`src/logic/autoneg_regs_pkg.sv`:
```
// Constants, field positions and carrier types for the auto-negotiation
// page and status register slice.
// Assumes the register port gives 5-bit register numbers and 16-bit data.
package autoneg_regs_pkg;

   // Register numbers on the register port
   localparam logic [4:0] ADDR_PARTNER_BASE = 5'h05;
   localparam logic [4:0] ADDR_EXPANSION = 5'h06;
   localparam logic [4:0] ADDR_LOCAL_NP = 5'h07;
   localparam logic [4:0] ADDR_PARTNER_NP = 5'h08;
   localparam logic [4:0] ADDR_RXERR_COUNT = 5'h15;
   localparam logic [4:0] ADDR_INT_CTRL = 5'h1B;

   // Partner base ability fields
   localparam int ABIL_LSB = 5;
   localparam int SEL_LSB = 0;
   localparam logic [3:0] ABIL_RESET = 4'h0;
   localparam logic [4:0] SEL_RESET = 5'h01;

   // Expansion fields
   localparam int EXP_PD_FAULT = 4;
   localparam int EXP_LP_NP_ABLE = 3;
   localparam int EXP_NP_ABLE = 2;
   localparam int EXP_PAGE_RX = 1;
   localparam int EXP_LP_AN_ABLE = 0;
   localparam logic LOCAL_NP_ABLE = 1'b1;

   // Next-page word fields, shared by local and partner words
   localparam int NP_NEXT = 15;
   localparam int NP_ACK = 14;
   localparam int NP_MSG_PAGE = 13;
   localparam int NP_ACK2 = 12;
   localparam int NP_TOGGLE = 11;
   localparam int NP_MSG_LSB = 0;
   localparam int MSG_W = 11;
   localparam logic [10:0] MSG_RESET = 11'h001;
   localparam logic NP_NEXT_RESET = 1'b0;
   localparam logic NP_MP_RESET = 1'b1;
   localparam logic NP_ACK2_RESET = 1'b0;
   localparam logic [15:0] PARTNER_NP_RESET = 16'h0000;

   // Interrupt control/status: enables at [15:11], status at [7:3]
   localparam int INT_EN_LSB = 11;
   localparam int INT_ST_LSB = 3;
   localparam int NUM_INT = 5;
   localparam logic [4:0] INT_RESET = 5'h00;

   // Receive-error counter
   localparam logic [15:0] RXERR_RESET = 16'h0000;
   localparam logic [15:0] RXERR_MAX = 16'hFFFF;

   // Interrupt events; order matches enable and status bit order
   typedef struct packed {
      logic jabber;
      logic rxErr;
      logic pageRcv;
      logic pdFault;
      logic lpAck;
   } anEvents_t;

   // Levels from the auto-negotiation engine
   typedef struct packed {
      logic [3:0] lpAbility;   // 100FD, 100HD, 10FD, 10HD
      logic [4:0] lpSelector;
      logic lpNextPageAble;
      logic lpAnAble;
      logic txToggle;          // Toggle of last transmitted code word
   } anStatus_t;

   // Outgoing next page as seen by the engine
   typedef struct packed {
      logic nextPage;
      logic msgPage;
      logic ack2;
      logic [10:0] msg;
   } localPage_t;

endpackage : autoneg_regs_pkg

```
`src/logic/autoneg_page_status_registers.sv`:
```
// Auto-negotiation page, expansion, error counter and interrupt registers.
// Assumes a register port with one-cycle read and write strobes, and
// events from the negotiation engine as one-cycle pulses.
// Contract
// - Partner speed and duplex ability bits, read-only, zero after reset.
// - Partner selector field read-only, resets to 00001.
// - Parallel detection fault latches high until read, then clears.
// - Partner next-page able bit follows the partner, resets zero.
// - Local next-page able bit reads one.
// - Page-received flag latches high, clears on read, resets zero.
// - Partner auto-negotiation able bit follows detection, resets zero.
// - Writable next-page flag, one while more pages follow, resets zero.
// - Writable second acknowledge bit, resets zero.
// - Read-only toggle bit mirrors last transmitted toggle, resets zero.
// - Writable 11-bit message field, resets to 001.
// - Received partner page read-only; next-page and message-page bits.
// - Partner acknowledge bit read-only, resets zero.
// - Partner second acknowledge bit read-only, resets zero.
// - Partner toggle bit reads inverted transmitted toggle, resets zero.
// - 16-bit receive-error frame counter, clears when read.
// - Jabber and receive-error interrupt enables, writable, reset zero.
// - Page-received and parallel-fault interrupt enables, reset zero.
// - Partner acknowledge interrupt enable, writable, resets zero.
// - Interrupt status bits set on event, clear on read.
`timescale 1ns/1ps
module autoneg_page_status_registers (
   // Clock and reset
   input wire logic core_clk,
   input wire logic nrst,
   // Register port
   input wire logic [4:0] regAddr,
   input wire logic regRead,
   input wire logic regWrite,
   input wire logic [15:0] regWdata,
   output logic [15:0] regRdata,
   output logic regRvalid,
   // Negotiation engine and receive path
   input wire autoneg_regs_pkg::anStatus_t anStatus,
   input wire autoneg_regs_pkg::anEvents_t anEvents,
   input wire logic [15:0] partnerPage,
   input wire logic rxErrFrame,
   // Outgoing next page and interrupt
   output autoneg_regs_pkg::localPage_t localPage,
   output logic intOut
);

   // Exact register number match, shared by read and write decode
   function automatic logic hitReg(input logic [4:0] addr, input logic [4:0] reg_n);
      hitReg = (addr == reg_n);
   endfunction : hitReg

   logic rdExp;
   logic rdInt;
   logic rdCnt;
   logic wrNp;
   logic wrInt;
   logic [15:0] errCount;

   // Read side effects and write strobes
   assign rdExp = regRead && hitReg(regAddr, autoneg_regs_pkg::ADDR_EXPANSION);
   assign rdInt = regRead && hitReg(regAddr, autoneg_regs_pkg::ADDR_INT_CTRL);
   assign rdCnt = regRead && hitReg(regAddr, autoneg_regs_pkg::ADDR_RXERR_COUNT);
   assign wrNp = regWrite && hitReg(regAddr, autoneg_regs_pkg::ADDR_LOCAL_NP);
   assign wrInt = regWrite && hitReg(regAddr, autoneg_regs_pkg::ADDR_INT_CTRL);

   // Partner status state
   logic [3:0] abil_q, abil_d;
   logic [4:0] sel_q, sel_d;
   logic lpNpAble_q, lpNpAble_d;
   logic lpAnAble_q, lpAnAble_d;
   logic txToggle_q, txToggle_d;
   logic pdFault_q, pdFault_d;
   logic pageRx_q, pageRx_d;
   logic [15:0] rxNp_q, rxNp_d;

   // Partner levels follow the engine; latched flags set-over-clear
   always_comb begin
      abil_d = anStatus.lpAbility;
      sel_d = anStatus.lpSelector;
      lpNpAble_d = anStatus.lpNextPageAble;
      lpAnAble_d = anStatus.lpAnAble;
      txToggle_d = anStatus.txToggle;
      pdFault_d = anEvents.pdFault | (pdFault_q & ~rdExp);
      pageRx_d = anEvents.pageRcv | (pageRx_q & ~rdExp);
      rxNp_d = rxNp_q;
      if (anEvents.pageRcv) begin
         rxNp_d = partnerPage;
         rxNp_d[autoneg_regs_pkg::NP_TOGGLE] = ~anStatus.txToggle;
      end
   end

   // Partner status registers
   always_ff @(posedge core_clk or negedge nrst) begin
      if (!nrst) begin
         abil_q <= autoneg_regs_pkg::ABIL_RESET;
         sel_q <= autoneg_regs_pkg::SEL_RESET;
         lpNpAble_q <= 1'b0;
         lpAnAble_q <= 1'b0;
         txToggle_q <= 1'b0;
         pdFault_q <= 1'b0;
         pageRx_q <= 1'b0;
         rxNp_q <= autoneg_regs_pkg::PARTNER_NP_RESET;
      end else begin
         abil_q <= abil_d;
         sel_q <= sel_d;
         lpNpAble_q <= lpNpAble_d;
         lpAnAble_q <= lpAnAble_d;
         txToggle_q <= txToggle_d;
         pdFault_q <= pdFault_d;
         pageRx_q <= pageRx_d;
         rxNp_q <= rxNp_d;
      end
   end

   // Local next-page word state
   autoneg_regs_pkg::localPage_t np_q, np_d;

   // Only the writable fields take write data
   always_comb begin
      np_d = np_q;
      if (wrNp) begin
         np_d.nextPage = regWdata[autoneg_regs_pkg::NP_NEXT];
         np_d.msgPage = regWdata[autoneg_regs_pkg::NP_MSG_PAGE];
         np_d.ack2 = regWdata[autoneg_regs_pkg::NP_ACK2];
         np_d.msg = regWdata[autoneg_regs_pkg::MSG_W-1:0];
      end
   end

   // Local next-page registers
   always_ff @(posedge core_clk or negedge nrst) begin
      if (!nrst) begin
         np_q.nextPage <= autoneg_regs_pkg::NP_NEXT_RESET;
         np_q.msgPage <= autoneg_regs_pkg::NP_MP_RESET;
         np_q.ack2 <= autoneg_regs_pkg::NP_ACK2_RESET;
         np_q.msg <= autoneg_regs_pkg::MSG_RESET;
      end else begin
         np_q <= np_d;
      end
   end

   // Interrupt state
   logic [4:0] intEn_q, intEn_d;
   logic [4:0] intSt_q, intSt_d;
   logic intOut_q, intOut_d;

   // Status set wins over the read clear; output from next values
   always_comb begin
      intEn_d = intEn_q;
      if (wrInt) begin
         intEn_d = regWdata[autoneg_regs_pkg::INT_EN_LSB +:
            autoneg_regs_pkg::NUM_INT];
      end
      for (int i = 0; i < autoneg_regs_pkg::NUM_INT; i++) begin
         intSt_d[i] = anEvents[i] | (intSt_q[i] & ~rdInt);
      end
      intOut_d = |(intSt_d & intEn_d);
   end

   // Interrupt registers
   always_ff @(posedge core_clk or negedge nrst) begin
      if (!nrst) begin
         intEn_q <= autoneg_regs_pkg::INT_RESET;
         intSt_q <= autoneg_regs_pkg::INT_RESET;
         intOut_q <= 1'b0;
      end else begin
         intEn_q <= intEn_d;
         intSt_q <= intSt_d;
         intOut_q <= intOut_d;
      end
   end

   // Receive-error frames, cleared by the read that returns them
   rx_error_counter errCounter (
      .core_clk(core_clk),
      .nrst(nrst),
      .countEvt(rxErrFrame),
      .clearRd(rdCnt),
      .count(errCount)
   );

   // Read data assembly; unlisted bits and registers read zero
   logic [15:0] rdata_q, rdata_d;
   logic rvalid_q, rvalid_d;

   always_comb begin
      rdata_d = 16'h0000;
      rvalid_d = regRead;
      if (!regRead) begin
         rdata_d = rdata_q;
      end else if (hitReg(regAddr, autoneg_regs_pkg::ADDR_PARTNER_BASE)) begin
         rdata_d[autoneg_regs_pkg::ABIL_LSB +: 4] = abil_q;
         rdata_d[autoneg_regs_pkg::SEL_LSB +: 5] = sel_q;
      end else if (hitReg(regAddr, autoneg_regs_pkg::ADDR_EXPANSION)) begin
         rdata_d[autoneg_regs_pkg::EXP_PD_FAULT] = pdFault_q;
         rdata_d[autoneg_regs_pkg::EXP_LP_NP_ABLE] = lpNpAble_q;
         rdata_d[autoneg_regs_pkg::EXP_NP_ABLE] = autoneg_regs_pkg::LOCAL_NP_ABLE;
         rdata_d[autoneg_regs_pkg::EXP_PAGE_RX] = pageRx_q;
         rdata_d[autoneg_regs_pkg::EXP_LP_AN_ABLE] = lpAnAble_q;
      end else if (hitReg(regAddr, autoneg_regs_pkg::ADDR_LOCAL_NP)) begin
         rdata_d[autoneg_regs_pkg::NP_NEXT] = np_q.nextPage;
         rdata_d[autoneg_regs_pkg::NP_MSG_PAGE] = np_q.msgPage;
         rdata_d[autoneg_regs_pkg::NP_ACK2] = np_q.ack2;
         rdata_d[autoneg_regs_pkg::NP_TOGGLE] = txToggle_q;
         rdata_d[autoneg_regs_pkg::MSG_W-1:0] = np_q.msg;
      end else if (hitReg(regAddr, autoneg_regs_pkg::ADDR_PARTNER_NP)) begin
         rdata_d = rxNp_q;
      end else if (hitReg(regAddr, autoneg_regs_pkg::ADDR_RXERR_COUNT)) begin
         rdata_d = errCount;
      end else if (hitReg(regAddr, autoneg_regs_pkg::ADDR_INT_CTRL)) begin
         rdata_d[autoneg_regs_pkg::INT_EN_LSB +: autoneg_regs_pkg::NUM_INT] = intEn_q;
         rdata_d[autoneg_regs_pkg::INT_ST_LSB +: autoneg_regs_pkg::NUM_INT] = intSt_q;
      end
   end

   // Read data registers
   always_ff @(posedge core_clk or negedge nrst) begin
      if (!nrst) begin
         rdata_q <= 16'h0000;
         rvalid_q <= 1'b0;
      end else begin
         rdata_q <= rdata_d;
         rvalid_q <= rvalid_d;
      end
   end

   assign regRdata = rdata_q;
   assign regRvalid = rvalid_q;
   assign localPage = np_q;
   assign intOut = intOut_q;
endmodule : autoneg_page_status_registers

```
`src/logic/rx_error_counter.sv`:
```
// Saturating receive-error frame counter, cleared when read.
// Assumes one-cycle pulses for a counted frame and for the read.
`timescale 1ns/1ps
module rx_error_counter (
   // Clock and reset
   input wire logic core_clk,
   input wire logic nrst,
   // Control
   input wire logic countEvt,
   input wire logic clearRd,
   // Count
   output logic [15:0] count
);

   logic [15:0] count_q;
   logic [15:0] count_d;

   // A frame in the read cycle survives as a count of one
   always_comb begin
      count_d = count_q;
      if (clearRd) begin
         count_d = countEvt ? 16'h0001 : autoneg_regs_pkg::RXERR_RESET;
      end else if (countEvt && count_q != autoneg_regs_pkg::RXERR_MAX) begin
         count_d = count_q + 16'h0001;
      end
   end

   // Counter state
   always_ff @(posedge core_clk or negedge nrst) begin
      if (!nrst) begin
         count_q <= autoneg_regs_pkg::RXERR_RESET;
      end else begin
         count_q <= count_d;
      end
   end

   assign count = count_q;

endmodule : rx_error_counter
```
`config.mk`:
```
export PLATFORM = sky130hd
export DESIGN_NAME = autoneg_page_status_registers
export DESIGN_NICKNAME = d
export VERILOG_FILES = /design/src/logic/autoneg_regs_pkg.sv /design/src/logic/autoneg_page_status_registers.sv /design/src/logic/rx_error_counter.sv
export SDC_FILE = /design/constraint.sdc
export NUM_CORES = 1
export LEC_CHECK = 0
export BUFFER_PORTS_ARGS = -buffer_cell sky130_fd_sc_hd__buf_2
export CORE_AREA = 2 2 96 98
export CTS_CLUSTER_DIAMETER = 80
export DETAILED_ROUTE_END_ITERATION = 12
export DIE_AREA = 0 0 98 100
export PLACE_DENSITY_LB_ADDON = 0.1
export SLEW_MARGIN = 30
export SYNTH_ARGS = -nofsm -noshare
export SYNTH_HDL_FRONTEND = slang
export SYNTH_HIERARCHICAL = 1
export SYNTH_SLANG_ARGS = --single-unit
```
`constraint.sdc`:
```
create_clock -name core_clk -period 1.8 [get_ports core_clk]
set_input_delay 0.18 -clock core_clk [delete_from_list [all_inputs] [get_ports core_clk]]
set_output_delay 0.18 -clock core_clk [all_outputs]
set_load 0.05 [all_outputs]
```
# Word level (Yosys, flattened, before mapping)
# Cells that the tools add are included.
# classes
addsub,1
eq_ne,7
n_mux,18
n_bitwise,18
n_reduce_logical,8
# op_table
operator,n
$mux 16,3
$mux 5,6
$add 16x1->16 const B,1
$ne 16x16->1 const B,1
$eq 5x3->1 const B,3
$mux 14,1
$mux 11,1
$eq 5x5->1 const B,2
$mux 9,1
$and 1x1->1,7
$mux 7,1
$or 1x1->1,7
$logic_and 1x1->1,6
$mux 3,2
$and 5x5->5,1
$eq 5x4->1 const B,1
$reduce_or 5->1,1
$mux 1,3
$not 1->1,3
$reduce_bool 2->1,1
# word_totals
register_bits,88
input_bits,59
output_inout_bits,32
elab_cells,70

# Longest topological paths before layout
# Gate-level depths: netlist of the first run.
# depth
word_depth,7
depth_mapped,10
ltp_nobuf,6

# By module
# Netlist of the first run, hierarchy kept.
# modules_own_cells
module,n_inst,cells_per_inst,area_per_inst_um2
autoneg_page_status_registers,1,261,3295.7
rx_error_counter,1,99,924.6

# Least setup slack after synthesis of the first run
# OpenSTA, ideal clock, no wires.
# synth_path
path_kind,input-to-reg
startpoint,in regAddr[4]
endpoint,reg errCounter.count_q[12] (netlist: errCounter/count[12])
arrival_time_ns,1.625
setup_slack_ns,0.045
stages,9
path_buffers,5
cell_sequence,buf_6 and2_4 buf_6 nor3b_4 buf_6 and2_1 buf_4 dlymetal6s4s_1 nor2_1
# synth_between
elab_chain_cells,3
word_cells_on_any_way,4
cone_classes,eq/ne (1); mux (1); reduce/logical (2)
# synth_rtl
element,line_no,rtl
from (decl),autoneg_page_status_registers.sv:31,"input wire logic [4:0] regAddr,"
$eq 5x5->1 (*),autoneg_page_status_registers.sv:49,hitReg = (addr == reg_n);
$logic_and 1x1->1 (*),autoneg_page_status_registers.sv:62,"assign rdCnt = regRead && hitReg(regAddr, autoneg_regs_pkg::ADDR_RXERR_COUNT);"
net rdCnt,autoneg_page_status_registers.sv:54,logic rdCnt;
$mux 16 or $reduce_bool 2->1 (tied branches),--,
to (signal assigned),rx_error_counter.sv:31,count_q <= autoneg_regs_pkg::RXERR_RESET;
to (signal assigned),rx_error_counter.sv:33,count_q <= count_d;
to (decl),rx_error_counter.sv:15,logic [15:0] count_q;
# The timed path passes the listed nets; every way through them passes the cells marked *.
# A chain may end at the register's enable or synchronous reset.

# Worst setup path after layout of the first run
# layout_path
startpoint,reg errCounter.count_q[0] (netlist: errCounter/count[0])
endpoint,reg errCounter.count_q[15] (netlist: errCounter/count[15])
# layout_between
elab_chain_cells,3
word_cells_on_any_way,6
cone_classes,add/sub (1); eq/ne (1); mux (2); reduce/logical (2)
# layout_rtl
element,line_no,rtl
$add 16x1->16 or $ne 16x16->1 (tied branches),"rx_error_counter.sv:24, rx_error_counter.sv:23",
$mux 16 or $logic_and 1x1->1 (tied branches),rx_error_counter.sv:23,end else if (countEvt && count_q != autoneg_regs_pkg::RXERR_MAX) begin
$mux 16 or $reduce_bool 2->1 (tied branches),--,
# Parallel ways exist; a longest one is shown, timed or not. The select of a mux whose other input is x is not followed.

==> reports/metrics.cfg, run 1 <==
[pwr]
power_frac_clock=0.284
power_frac_seq=0.472
leakage_nw=2.38
pwr_density_cell_mw_per_mm2=945
cellInternalPower_mw=3.33
sw_frac_of_total=0.330
peakVddDrop_v=0.000612
combPwrFrac=0.244
p_sw_mw=1.64
power_mw=4.98

[place]
hpwl_um=7490
gp_congestion=0.845
post_dp_cell_area_mm2=0.00492
pre_cts_ws_ns=0.0375
place_inst=573
port_buffers=89

[cells_and_area]
final_core_util=0.592
drive_gt1_frac=0.370
layout_common_cells=buf_2 (88), dfrtp_1 (85), buf_4 (37)
design_area_mm2=0.00527
nNetsFinal=547
area_delta_synth_final_pct=24.8
instances_no_fill=603
antenna_cells=0
mostFrequentLayoutCell=buf_2

[global_routing]
first_global_vias=3348
grt.total_usage=0.216
overflow=0
antenna_found_initial=0
grt_max_degree=47
grt_pass1_wl_um=16700

[clocking]
path_clk_slew_ns=0.09
cts_tree=yes
clock_latency_ns=0.37
numClockSinks=88
cts_made_buffers=9
clockBufferDepth=2
htreeDepth=3
cts-root-buf=clkbuf_8

[yosys]
synth_ff_type=dfrtp_1
ys_warn_count=6
ys_seq_elements=88
synth-edff-count=0
syn-cell-area_mm2=0.00422
mappedNetlistNets=420
ys_seq_area_frac=0.523
syn_inst=360
avgSynthCellArea_um2=11.7
async_flop_share=1.00
ys_types=62

[sta]
max_slew_margin=0.627
finalSetupViolations=0
fmax_mhz=585
hold_viol_final=0
clock_skew_ns=0.0142
drv_slew=0
fin_ws_ns=0.0900
whs_ns=0.0146
fin_crit_ns=1.71
tightest_slew_ns=0.560
fin_setup_tns_ns=0
rsz0062_at_grt=no
timing.final.crit_share=0.950

[routing]
drtAntennaViolNets=0
route.detailed.drc=0
drtIter0Drc=184
num_vias=3341
viasPerCell=5.54
drt_first_pass_iters=4
drt_wl_total_um=10200
wl_per_cell_um=17.0

[status]
status=complete, no violations

[critical_path]
worstSetupEndpointType=register
path_max_fanout=6
path_class=register to register
worstSetupStartpointType=register
worstPathRequired_ns=2.09
worstSetupStartpoint=errCounter/count[0]
r2r_start=errCounter/count[0]
cp_data_arrival_time_ns=1.99

[floorplanning]
dieArea_mm2=0.00980
core_area_mm2=0.00889
initial_core_util=0.475
io_pins=91
dieHeight_um=100
fp.dieW_um=98
rows=35

[worst_hold_path]
holdCritStartpoint=anEvents[1]
hp-class=input pin to register

[run]
drv_cap=0

==> path summary, 6_finish.rpt <==
check | to | slack [ns] | depth (start not counted)
worst max-delay path | errCounter/count[15] | 0.09 | 4
worst min-delay path | pdFault_q | 0.01 | 2
worst max register to register | errCounter/count[15] | 0.09 | 4
worst min register to register | pdFault_q | 0.49 | 1
max in group asynchronous | sel_q[0] | 0.92 | 3
min in group asynchronous | regRdata[4] | 0.21 | 2
==> sequential cells by signal (all words and copies together), names as in the netlist <==
name and flops:
errCounter/count 16, regRdata 16, rxNp_q 16, localPage 14
intEn_q 5, intSt_q 5, sel_q 5, abil_q 4
intOut 1, lpAnAble_q 1, lpNpAble_q 1, pageRx_q 1
pdFault_q 1, regRvalid 1, txToggle_q 1
==> final cells by class <==
cell class,instances,area [um2]
fillers,777,3620
flip-flops and latches,88,2210
multi-input cells,241,1800
repair buffers,140,888
well taps,111,139
clock buffers,9,124
clock inverters,7,78.8
inverters,7,26.3
==> per-layer routing <==
layer  up-vias  track usage  part of all wire
li1       1605            -                 -
met1      1644        0.306              0.48
met2        78        0.341              0.47
met3        14       0.0418             0.038
met4         0       0.0620             0.015
met5         -            0                 0
==> critical path: stages, from the launching register on <==
cell	delay, ns
dfrtp_1	0.39
ha_2	0.22
a211o_1	0.37
or4_1	0.51
a21oi_1	0.15
==> power by group through the flow <==
stage | logic [mW] | clock network (mW) | registers (mW)
CTS | 1.22 | 1.46 | 2.35
global route | 1.30 | 1.54 | 2.38
detailed placement | 1.20 | 0 | 2.38
global placement | 1.17 | 0 | 2.38
floorplan | 0.424 | 0 | 2.72
finish | 1.21 | 1.42 | 2.35
==> cells in the mapped netlist, types with 5 or more instances <==
master,count,area (um2)
dfrtp_1,85,2130
clkbuf_1,7,26.3
o21ai_0,5,25.0
mux2_4,14,210
nand2_1,18,67.6
a22oi_1,5,37.5
a31oi_1,11,68.8
nor3_1,6,30.0
o31ai_1,7,52.6
nand3_1,7,35.0
buf_6,9,101
nand2b_1,5,31.3
nand4_1,5,31.3
buf_2,5,25.0
mux2_1,20,225
a21oi_1,21,105
nor2_1,22,82.6
inv_1,7,26.3
mux2_2,7,78.8
a21o_1,7,52.6
nor2b_1,10,62.6
==> repair_timing <==
item / 4_1_cts / 5_1_grt
hold buffers: 13 / 0
endpoints found under the hold margin: 58 / 0
setup buffers: 0 / 1
setup endpoints to repair: 0 / 2
gates resized for setup: 0 / 1
==> cell families (layout without fill, tap and decap cells) <==
| kind of cell | Yosys count | count (layout) | synth area share |
|---|---|---|---|
| DFF | 88 | 88 | 0.523 |
| buffers and inverters | 31 | 163 | 0.0507 |
| muxes | 42 | 42 | 0.124 |
| and+or+nand+nor | 107 | 107 | 0.148 |
| adders and majority gates | 1 | 1 | 0.00296 |
| AOI/OAI and AO/OA | 91 | 91 | 0.152 |
Power figures use the tool's default switching activity.
==> run 2: changes to the inputs <==
--- a/config.mk
+++ b/config.mk
@@ -6,10 +6,11 @@
 export NUM_CORES = 1
 export LEC_CHECK = 0
 export BUFFER_PORTS_ARGS = -buffer_cell sky130_fd_sc_hd__buf_2
-export CORE_AREA = 2 2 96 98
+export CORE_AREA = 2 2 98 100
 export CTS_CLUSTER_DIAMETER = 80
 export DETAILED_ROUTE_END_ITERATION = 12
-export DIE_AREA = 0 0 98 100
+export DIE_AREA = 0 0 100 102
+export MAX_ROUTING_LAYER = met4
 export PLACE_DENSITY_LB_ADDON = 0.1
 export SLEW_MARGIN = 30
 export SYNTH_ARGS = -nofsm -noshare
==> run 2 against run 1 <==
  * Wire length grew 0.99%
  * Worst hold slack improved by 0.014 ns
  * Largest power group unchanged
  * Non-clock buffer count down 3
==> reports/metrics.cfg, run 2 (synthesis results as in run 1) <==
[sta]
max_slew_margin=0.640  ; was 0.627
drv_slew=0  ; unchanged
clock_skew_ns=0.0140  ; was 0.0142 ns
rsz0062_at_grt=no  ; unchanged
finalSetupViolations=0  ; unchanged
tightest_slew_ns=0.540  ; was 0.560 ns
fin_setup_tns_ns=0  ; unchanged
hold_viol_final=0  ; unchanged
fin_crit_ns=1.72  ; was 1.71 ns
fmax_mhz=581  ; was 585 MHz
timing.final.crit_share=0.956  ; was 0.950

[critical_path]
path_class=register to register  ; unchanged
cp_data_arrival_time_ns=2.00  ; was 1.99 ns
worstSetupEndpointType=register  ; unchanged
path_buf_inv=0  ; unchanged
path_max_fanout=6  ; unchanged
critPathTopFamily=simple AND/OR/NAND/NOR gates  ; was compound AO/OA/AOI/OAI gates
cpMaxStageDelayCell=or4_1  ; unchanged
worstPathRequired_ns=2.08  ; was 2.09 ns
path_cells=and4_1, a211o_1, or4_1, a21oi_1  ; was ha_2, a211o_1, or4_1, a21oi_1
worstSetupStartpointType=register  ; unchanged
critical-path-max-stage-delay_ns=0.51  ; about the same

[global_routing]
grt_max_degree=35  ; was 47
first_global_vias=3273  ; was 3348
grt.total_usage=0.220  ; was 0.216
antenna_found_initial=0  ; unchanged
grt_pass1_wl_um=16800  ; was 16700 um
overflow=0  ; unchanged

[routing]
drtIter0Drc=174  ; was 184
route.detailed.drc=0  ; unchanged
viasPerCell=5.52  ; was 5.54
wl_per_cell_um=17.2  ; was 17.0 um
drt_wl_total_um=10300  ; was 10200 um
drtAntennaViolNets=0  ; unchanged
num_vias=3312  ; was 3341
drt_first_pass_iters=5  ; was 4

[place]
gp_congestion=0.835  ; was 0.845
place_inst=571  ; was 573
port_buffers=89  ; unchanged
hpwl_um=7480  ; was 7490 um

[clocking]
clockBufferDepth=2  ; unchanged
cts-root-buf=clkbuf_8  ; unchanged
cts_made_buffers=9  ; unchanged
cts_tree=yes  ; unchanged
numClockSinks=88  ; unchanged
cts_setup_buffers=0  ; unchanged
clock_latency_ns=0.36  ; was 0.37 ns
htreeDepth=3  ; unchanged
path_clk_slew_ns=0.10  ; was 0.09 ns

[floorplanning]
io_pins=91  ; unchanged
rows=35  ; unchanged
initial_core_util=0.463  ; was 0.475
fp.dieW_um=100  ; was 98 um
dieHeight_um=102  ; was 100 um
core_area_mm2=0.00911  ; was 0.00889 mm2
dieArea_mm2=0.0102  ; was 0.00980 mm2

[status]
status=complete, no violations  ; unchanged

[worst_hold_path]
hp-class=input pin to register  ; unchanged

[cells_and_area]
drive_gt1_frac=0.362  ; was 0.370
nNetsFinal=544  ; was 547
antenna_cells=0  ; unchanged
area_delta_synth_final_pct=24.2  ; was 24.8%
layout_common_cells=buf_2 (88), dfrtp_1 (85), buf_4 (34)  ; was buf_2 (88), dfrtp_1 (85), buf_4 (37)
instances_no_fill=600  ; was 603
mostFrequentLayoutCell=buf_2  ; unchanged

[pwr]
leakage_nw=2.37  ; was 2.38 nW
pwr_density_cell_mw_per_mm2=951  ; was 945 mW/mm2
peakVddDrop_v=0.000525  ; was 0.000612 V

[run]
drv_cap=0  ; unchanged

## run 2: changes by cell type in the layout (fill, tap and decap cells not counted)
cell        change
clkbuf_8        +1
clkinv_2        -1
clkbuf_1        +1
inv_8           -1
ha_2            -1
ha_1            +1
buf_4           -3
inv_6           +1
clkinvlp_4      -1
## run 2: repair_timing
item                       CTS  global route
setup endpoints to repair    0             1
gates resized for setup      0             0
hold endpoints to repair    38             0
hold buffers                13             0
## run 2: final timing paths
path | slack, ns | to | cells past startpoint | from
max in group asynchronous | 0.89 | sel_q[0] | 3 | nrst
setup reg to reg | 0.08 | errCounter/count[15] | 4 | errCounter/count[12]
hold / removal | 0.03 | rxNp_q[13] | 2 | partnerPage[13]
setup / recovery | 0.08 | errCounter/count[15] | 4 | errCounter/count[12]
hold reg to reg | 0.48 | pdFault_q | 1 | pdFault_q
min in group asynchronous | 0.28 | localPage[6] | 2 | nrst
## run 2: metal layers
metal	track usage	vias up	wire [um]
li1	-	1595	-
met1	0.317	1637	5090
met2	0.325	72	4760
met3	0.0301	8	373
met4	0.0685	0	107
met5	-	-	0
## run 2: through the flow
| stage | hold slack [ns] | worst slack (ns) | cell area (um2) | utilization | power (mW) |
|---|---|---|---|---|---|
| 6_report | 0.0288 | 0.0801 | 5240 | 0.576 | 4.99 |
| 5_1_grt | 0.0234 | 0.000566 | 5240 | 0.576 | 5.22 |
| 4_1_cts | 0.0191 | 0.0788 | 5240 | 0.576 | 5.04 |
| 3_5_place_dp | 0.124 | 0.0789 | 4910 | 0.539 | 3.57 |
| 3_3_place_gp | 0.122 | 0.107 | 4910 | 0.539 | 3.56 |
| 2_1_floorplan | -0.116 | 0.0450 | 4220 | - | 3.14 |
## run 2: final cells by class
| class | count | area (um2) |
|---|---|---|
| clock buffers | 11 | 141 |
| clock inverters | 5 | 63.8 |
| fillers | 818 | 3870 |
| inverters | 7 | 26.3 |
| multi-input cells | 241 | 1800 |
| flip-flops and latches | 88 | 2210 |
| well taps | 111 | 139 |
| repair buffers | 137 | 866 |
## run 2: power by group
| part | leakage [nW] | switching (mW) | internal, mW |
|---|---|---|---|
| clock | 0.101 | 0.737 | 0.694 |
| sequential | 1.07 | 0.150 | 2.21 |
| combinational | 1.20 | 0.733 | 0.467 |
| total | 2.37 | 1.62 | 3.37 |
==> run 3: changes to the inputs <==
--- a/config.mk
+++ b/config.mk
@@ -5,11 +5,12 @@
 export SDC_FILE = /design/constraint.sdc
 export NUM_CORES = 1
 export LEC_CHECK = 0
+export ABC_AREA = 1
 export BUFFER_PORTS_ARGS = -buffer_cell sky130_fd_sc_hd__buf_2
-export CORE_AREA = 2 2 98 100
+export CORE_AREA = 2 2 100 102
 export CTS_CLUSTER_DIAMETER = 80
 export DETAILED_ROUTE_END_ITERATION = 12
-export DIE_AREA = 0 0 100 102
+export DIE_AREA = 0 0 102 104
 export MAX_ROUTING_LAYER = met4
 export PLACE_DENSITY_LB_ADDON = 0.1
 export SLEW_MARGIN = 30
==> run 3 against run 2 <==
  * Clock skew shrank 0.0076 ns
  * Synthesized cell count grew 52%
  * Wire length grew 13%
  * Die area grew 4.0%
  * Largest power group unchanged
==> reports/metrics.cfg, run 3 <==
[status]
status=complete, no violations  ; unchanged

[clocking]
cts_tree=yes  ; unchanged
cts_made_buffers=9  ; unchanged
clockBufferDepth=2  ; unchanged
path_clk_slew_ns=0.08  ; was 0.10 ns
cts-root-buf=clkbuf_8  ; unchanged
cts_setup_buffers=0  ; unchanged
clock_latency_ns=0.37  ; was 0.36 ns
numClockSinks=88  ; unchanged
htreeDepth=3  ; unchanged

[global_routing]
overflow=0  ; unchanged
antenna_found_initial=0  ; unchanged
grt_max_degree=34  ; was 35
first_global_vias=3910  ; was 3273
grt_pass1_wl_um=19300  ; was 16800 um
grt.total_usage=0.241  ; was 0.220

[cells_and_area]
layout_common_cells=nand2_1 (205), buf_2 (88), dfrtp_1 (85)  ; was buf_2 (88), dfrtp_1 (85), buf_4 (34)
seq_area_mm2=0.00221  ; unchanged
drive_gt1_frac=0.229  ; was 0.362
multi_input_area_mm2=0.00188  ; was 0.00180 mm2
fill_cells=981  ; was 818
mostFrequentLayoutCell=nand2_1  ; was buf_2
area_delta_synth_final_pct=22.6  ; was 24.2%
antenna_cells=0  ; unchanged
nNetsFinal=720  ; was 544
design_area_mm2=0.00535  ; was 0.00524 mm2

[sta]
hold_viol_final=0  ; unchanged
fin_setup_tns_ns=0  ; unchanged
drv_slew=0  ; unchanged
clock_skew_ns=0.00637  ; was 0.0140 ns
tightest_slew_ns=0.542  ; was 0.540 ns
timing.final.crit_share=0.925  ; was 0.956
fin_crit_ns=1.67  ; was 1.72 ns
whs_ns=0.0132  ; was 0.0288 ns
finalSetupViolations=0  ; unchanged
rsz0062_at_grt=no  ; unchanged
fmax_mhz=600  ; was 581 MHz
max_slew_margin=0.638  ; was 0.640

[yosys]
synth_top_family_by_area=simple AND/OR/NAND/NOR gates  ; was compound AO/OA/AOI/OAI gates
ys_top_cells_by_count=nand2_1 (205), dfrtp_1 (85), nand3_1 (50)  ; was dfrtp_1 (85), nor2_1 (22), a21oi_1 (21)
syn_inst=547  ; was 360
synth-edff-count=0  ; unchanged
synth_xor_area_frac=0.00602  ; was 0
muxShareOfSynthArea=0  ; was 0.124
synth.area.top_cells=dfrtp_1 (49%), nand2_1 (18%), nand3_1 (5.7%), nand4_1 (4.3%), nor2_1 (3.9%)  ; was dfrtp_1 (50%), mux2_1 (5.3%), mux2_4 (5.0%), a21oi_1 (2.5%), buf_6 (2.4%)
synth_top_area_share=0.488  ; was 0.504
synth_top_cell_by_area=dfrtp_1  ; unchanged
ys_types=35  ; was 62
synthAdderAreaFrac=0.00287  ; was 0.00296
ys_seq_elements=88  ; unchanged
syn-cell-area_mm2=0.00436  ; was 0.00422 mm2
ys_warn_count=6  ; unchanged
synth-compound-area-share=0.0479  ; was 0.151
avgSynthCellArea_um2=7.97  ; was 11.7 um2
mappedNetlistNets=607  ; was 420
synth.most_common_cell=nand2_1  ; was dfrtp_1
ys_seq_area_frac=0.506  ; was 0.523
synth_ff_type=dfrtp_1  ; unchanged
synthSimpleGateAreaFrac=0.373  ; was 0.148
async_flop_share=1.00  ; unchanged

[worst_hold_path]
holdCritStartpoint=partnerPage[9]  ; was partnerPage[13]
hp-class=input pin to register  ; unchanged

[pwr]
power_mw=4.79  ; was 4.99 mW
pwr_density_cell_mw_per_mm2=896  ; was 951 mW/mm2
peakVddDrop_v=0.000515  ; was 0.000525 V
leakage_nw=2.82  ; was 2.37 nW

[critical_path]
path_max_fanout=12  ; was 6
reg2regPathDepth=8  ; was 4
r2r_end=errCounter/count[9]  ; was errCounter/count[15]
path_class=register to register  ; unchanged
worstSetupEndpointType=register  ; unchanged
worstSetupStartpoint=errCounter/count[0]  ; was errCounter/count[12]
r2r_start=errCounter/count[0]  ; was errCounter/count[12]
worstPathRequired_ns=2.10  ; was 2.08 ns
worstSetupStartpointType=register  ; unchanged
worstSetupEndpoint=errCounter/count[9]  ; was errCounter/count[15]
r2r_setup_slack_ns=0.13  ; was 0.08 ns
cp_data_arrival_time_ns=1.97  ; was 2.00 ns

[routing]
drt_first_pass_iters=5  ; unchanged
viasPerCell=4.99  ; was 5.52
drtAntennaViolNets=0  ; unchanged
route.detailed.drc=0  ; unchanged
num_vias=3981  ; was 3312
drt_wl_total_um=11700  ; was 10300 um
wl_per_cell_um=14.6  ; was 17.2 um
drtIter0Drc=264  ; was 174

[place]
post_dp_cell_area_mm2=0.00502  ; was 0.00491 mm2
hpwl_um=8650  ; was 7480 um
port_buffers=89  ; unchanged
gp_congestion=0.904  ; was 0.835

[floorplanning]
initial_core_util=0.457  ; was 0.463
dieHeight_um=104  ; was 102 um
dieArea_mm2=0.0106  ; was 0.0102 mm2
io_pins=91  ; unchanged
core_area_mm2=0.00955  ; was 0.00911 mm2
fp.dieW_um=102  ; was 100 um
rows=36  ; was 35

[run]
drv_cap=0  ; unchanged

-- run 3: how the worst min path moves through the flow --
| stage | end | slack (ns) | cells past startpoint |
|---|---|---|---|
| floorplan | abil_q[0] | -0.12 | 0 |
| global route | rxNp_q[12] | 0.02 | 3 |
| detailed placement | regRvalid | 0.13 | 1 |
| finish | rxNp_q[9] | 0.01 | 3 |
| CTS | rxNp_q[9] | 0.003 | 3 |
| global placement | regRvalid | 0.13 | 1 |
-- run 3: through the flow --
step            util  worst slack, ns  instances
4_1_cts        0.560            0.144        798
5_1_grt        0.560           0.0184        798
2_1_floorplan      -            0.252        547
3_5_place_dp   0.526          -0.0983        769
6_report       0.560            0.134        798
3_3_place_gp   0.526          -0.0236        769
-- run 3: area by class of cell --
type,instances,area share
clock buffers,13,0.0278
clock inverters,3,0.00796
inverters,40,0.0285
multi-input cells,397,0.351
flip-flops and latches,88,0.412
well taps,133,0.0311
repair buffers,124,0.141
-- run 3: where the power goes --
part           internal [mW]  switching, mW
Clock                  0.680          0.696
Combinational          0.326          0.733
Sequential              2.19          0.164
-- run 3: critical path, stage by stage (launching register included) --
cell and delay, ns:
dfrtp_1 0.39, ha_1 0.23, nand2_1 0.14, nor2_4 0.05
nand2_2 0.08, nor2_2 0.05, nor2_2 0.42, nand4_1 0.15
nand2_1 0.10
-- run 3: cells by family (layout without fill, tap and decap cells) --
group | Yosys count | after routing
AO/OA/AOI/OAI | 39 | 39
buffers and inverters | 62 | 180
AND/OR/NAND/NOR | 354 | 354
adder cells (fa/ha/maj) | 1 | 1
flip-flops | 88 | 88
XOR/XNOR | 3 | 3
-- run 3: what timing repair did --
item / CTS / global route
gates resized for setup: 1 / 0
hold buffers: 13 / 0
endpoints found under the setup margin: 12 / 0
endpoints found under the hold margin: 39 / 0
-- run 3: layer usage --
layer / routed length [um] / track usage / share of wire / vias to the layer above
li1: - / - / - / 1986
met1: 5340 / 0.325 / 0.46 / 1858
met2: 5570 / 0.379 / 0.48 / 126
met3: 652 / 0.0430 / 0.056 / 11
met4: 125 / 0.0629 / 0.011 / 0
met5: 0 / - / 0 / -
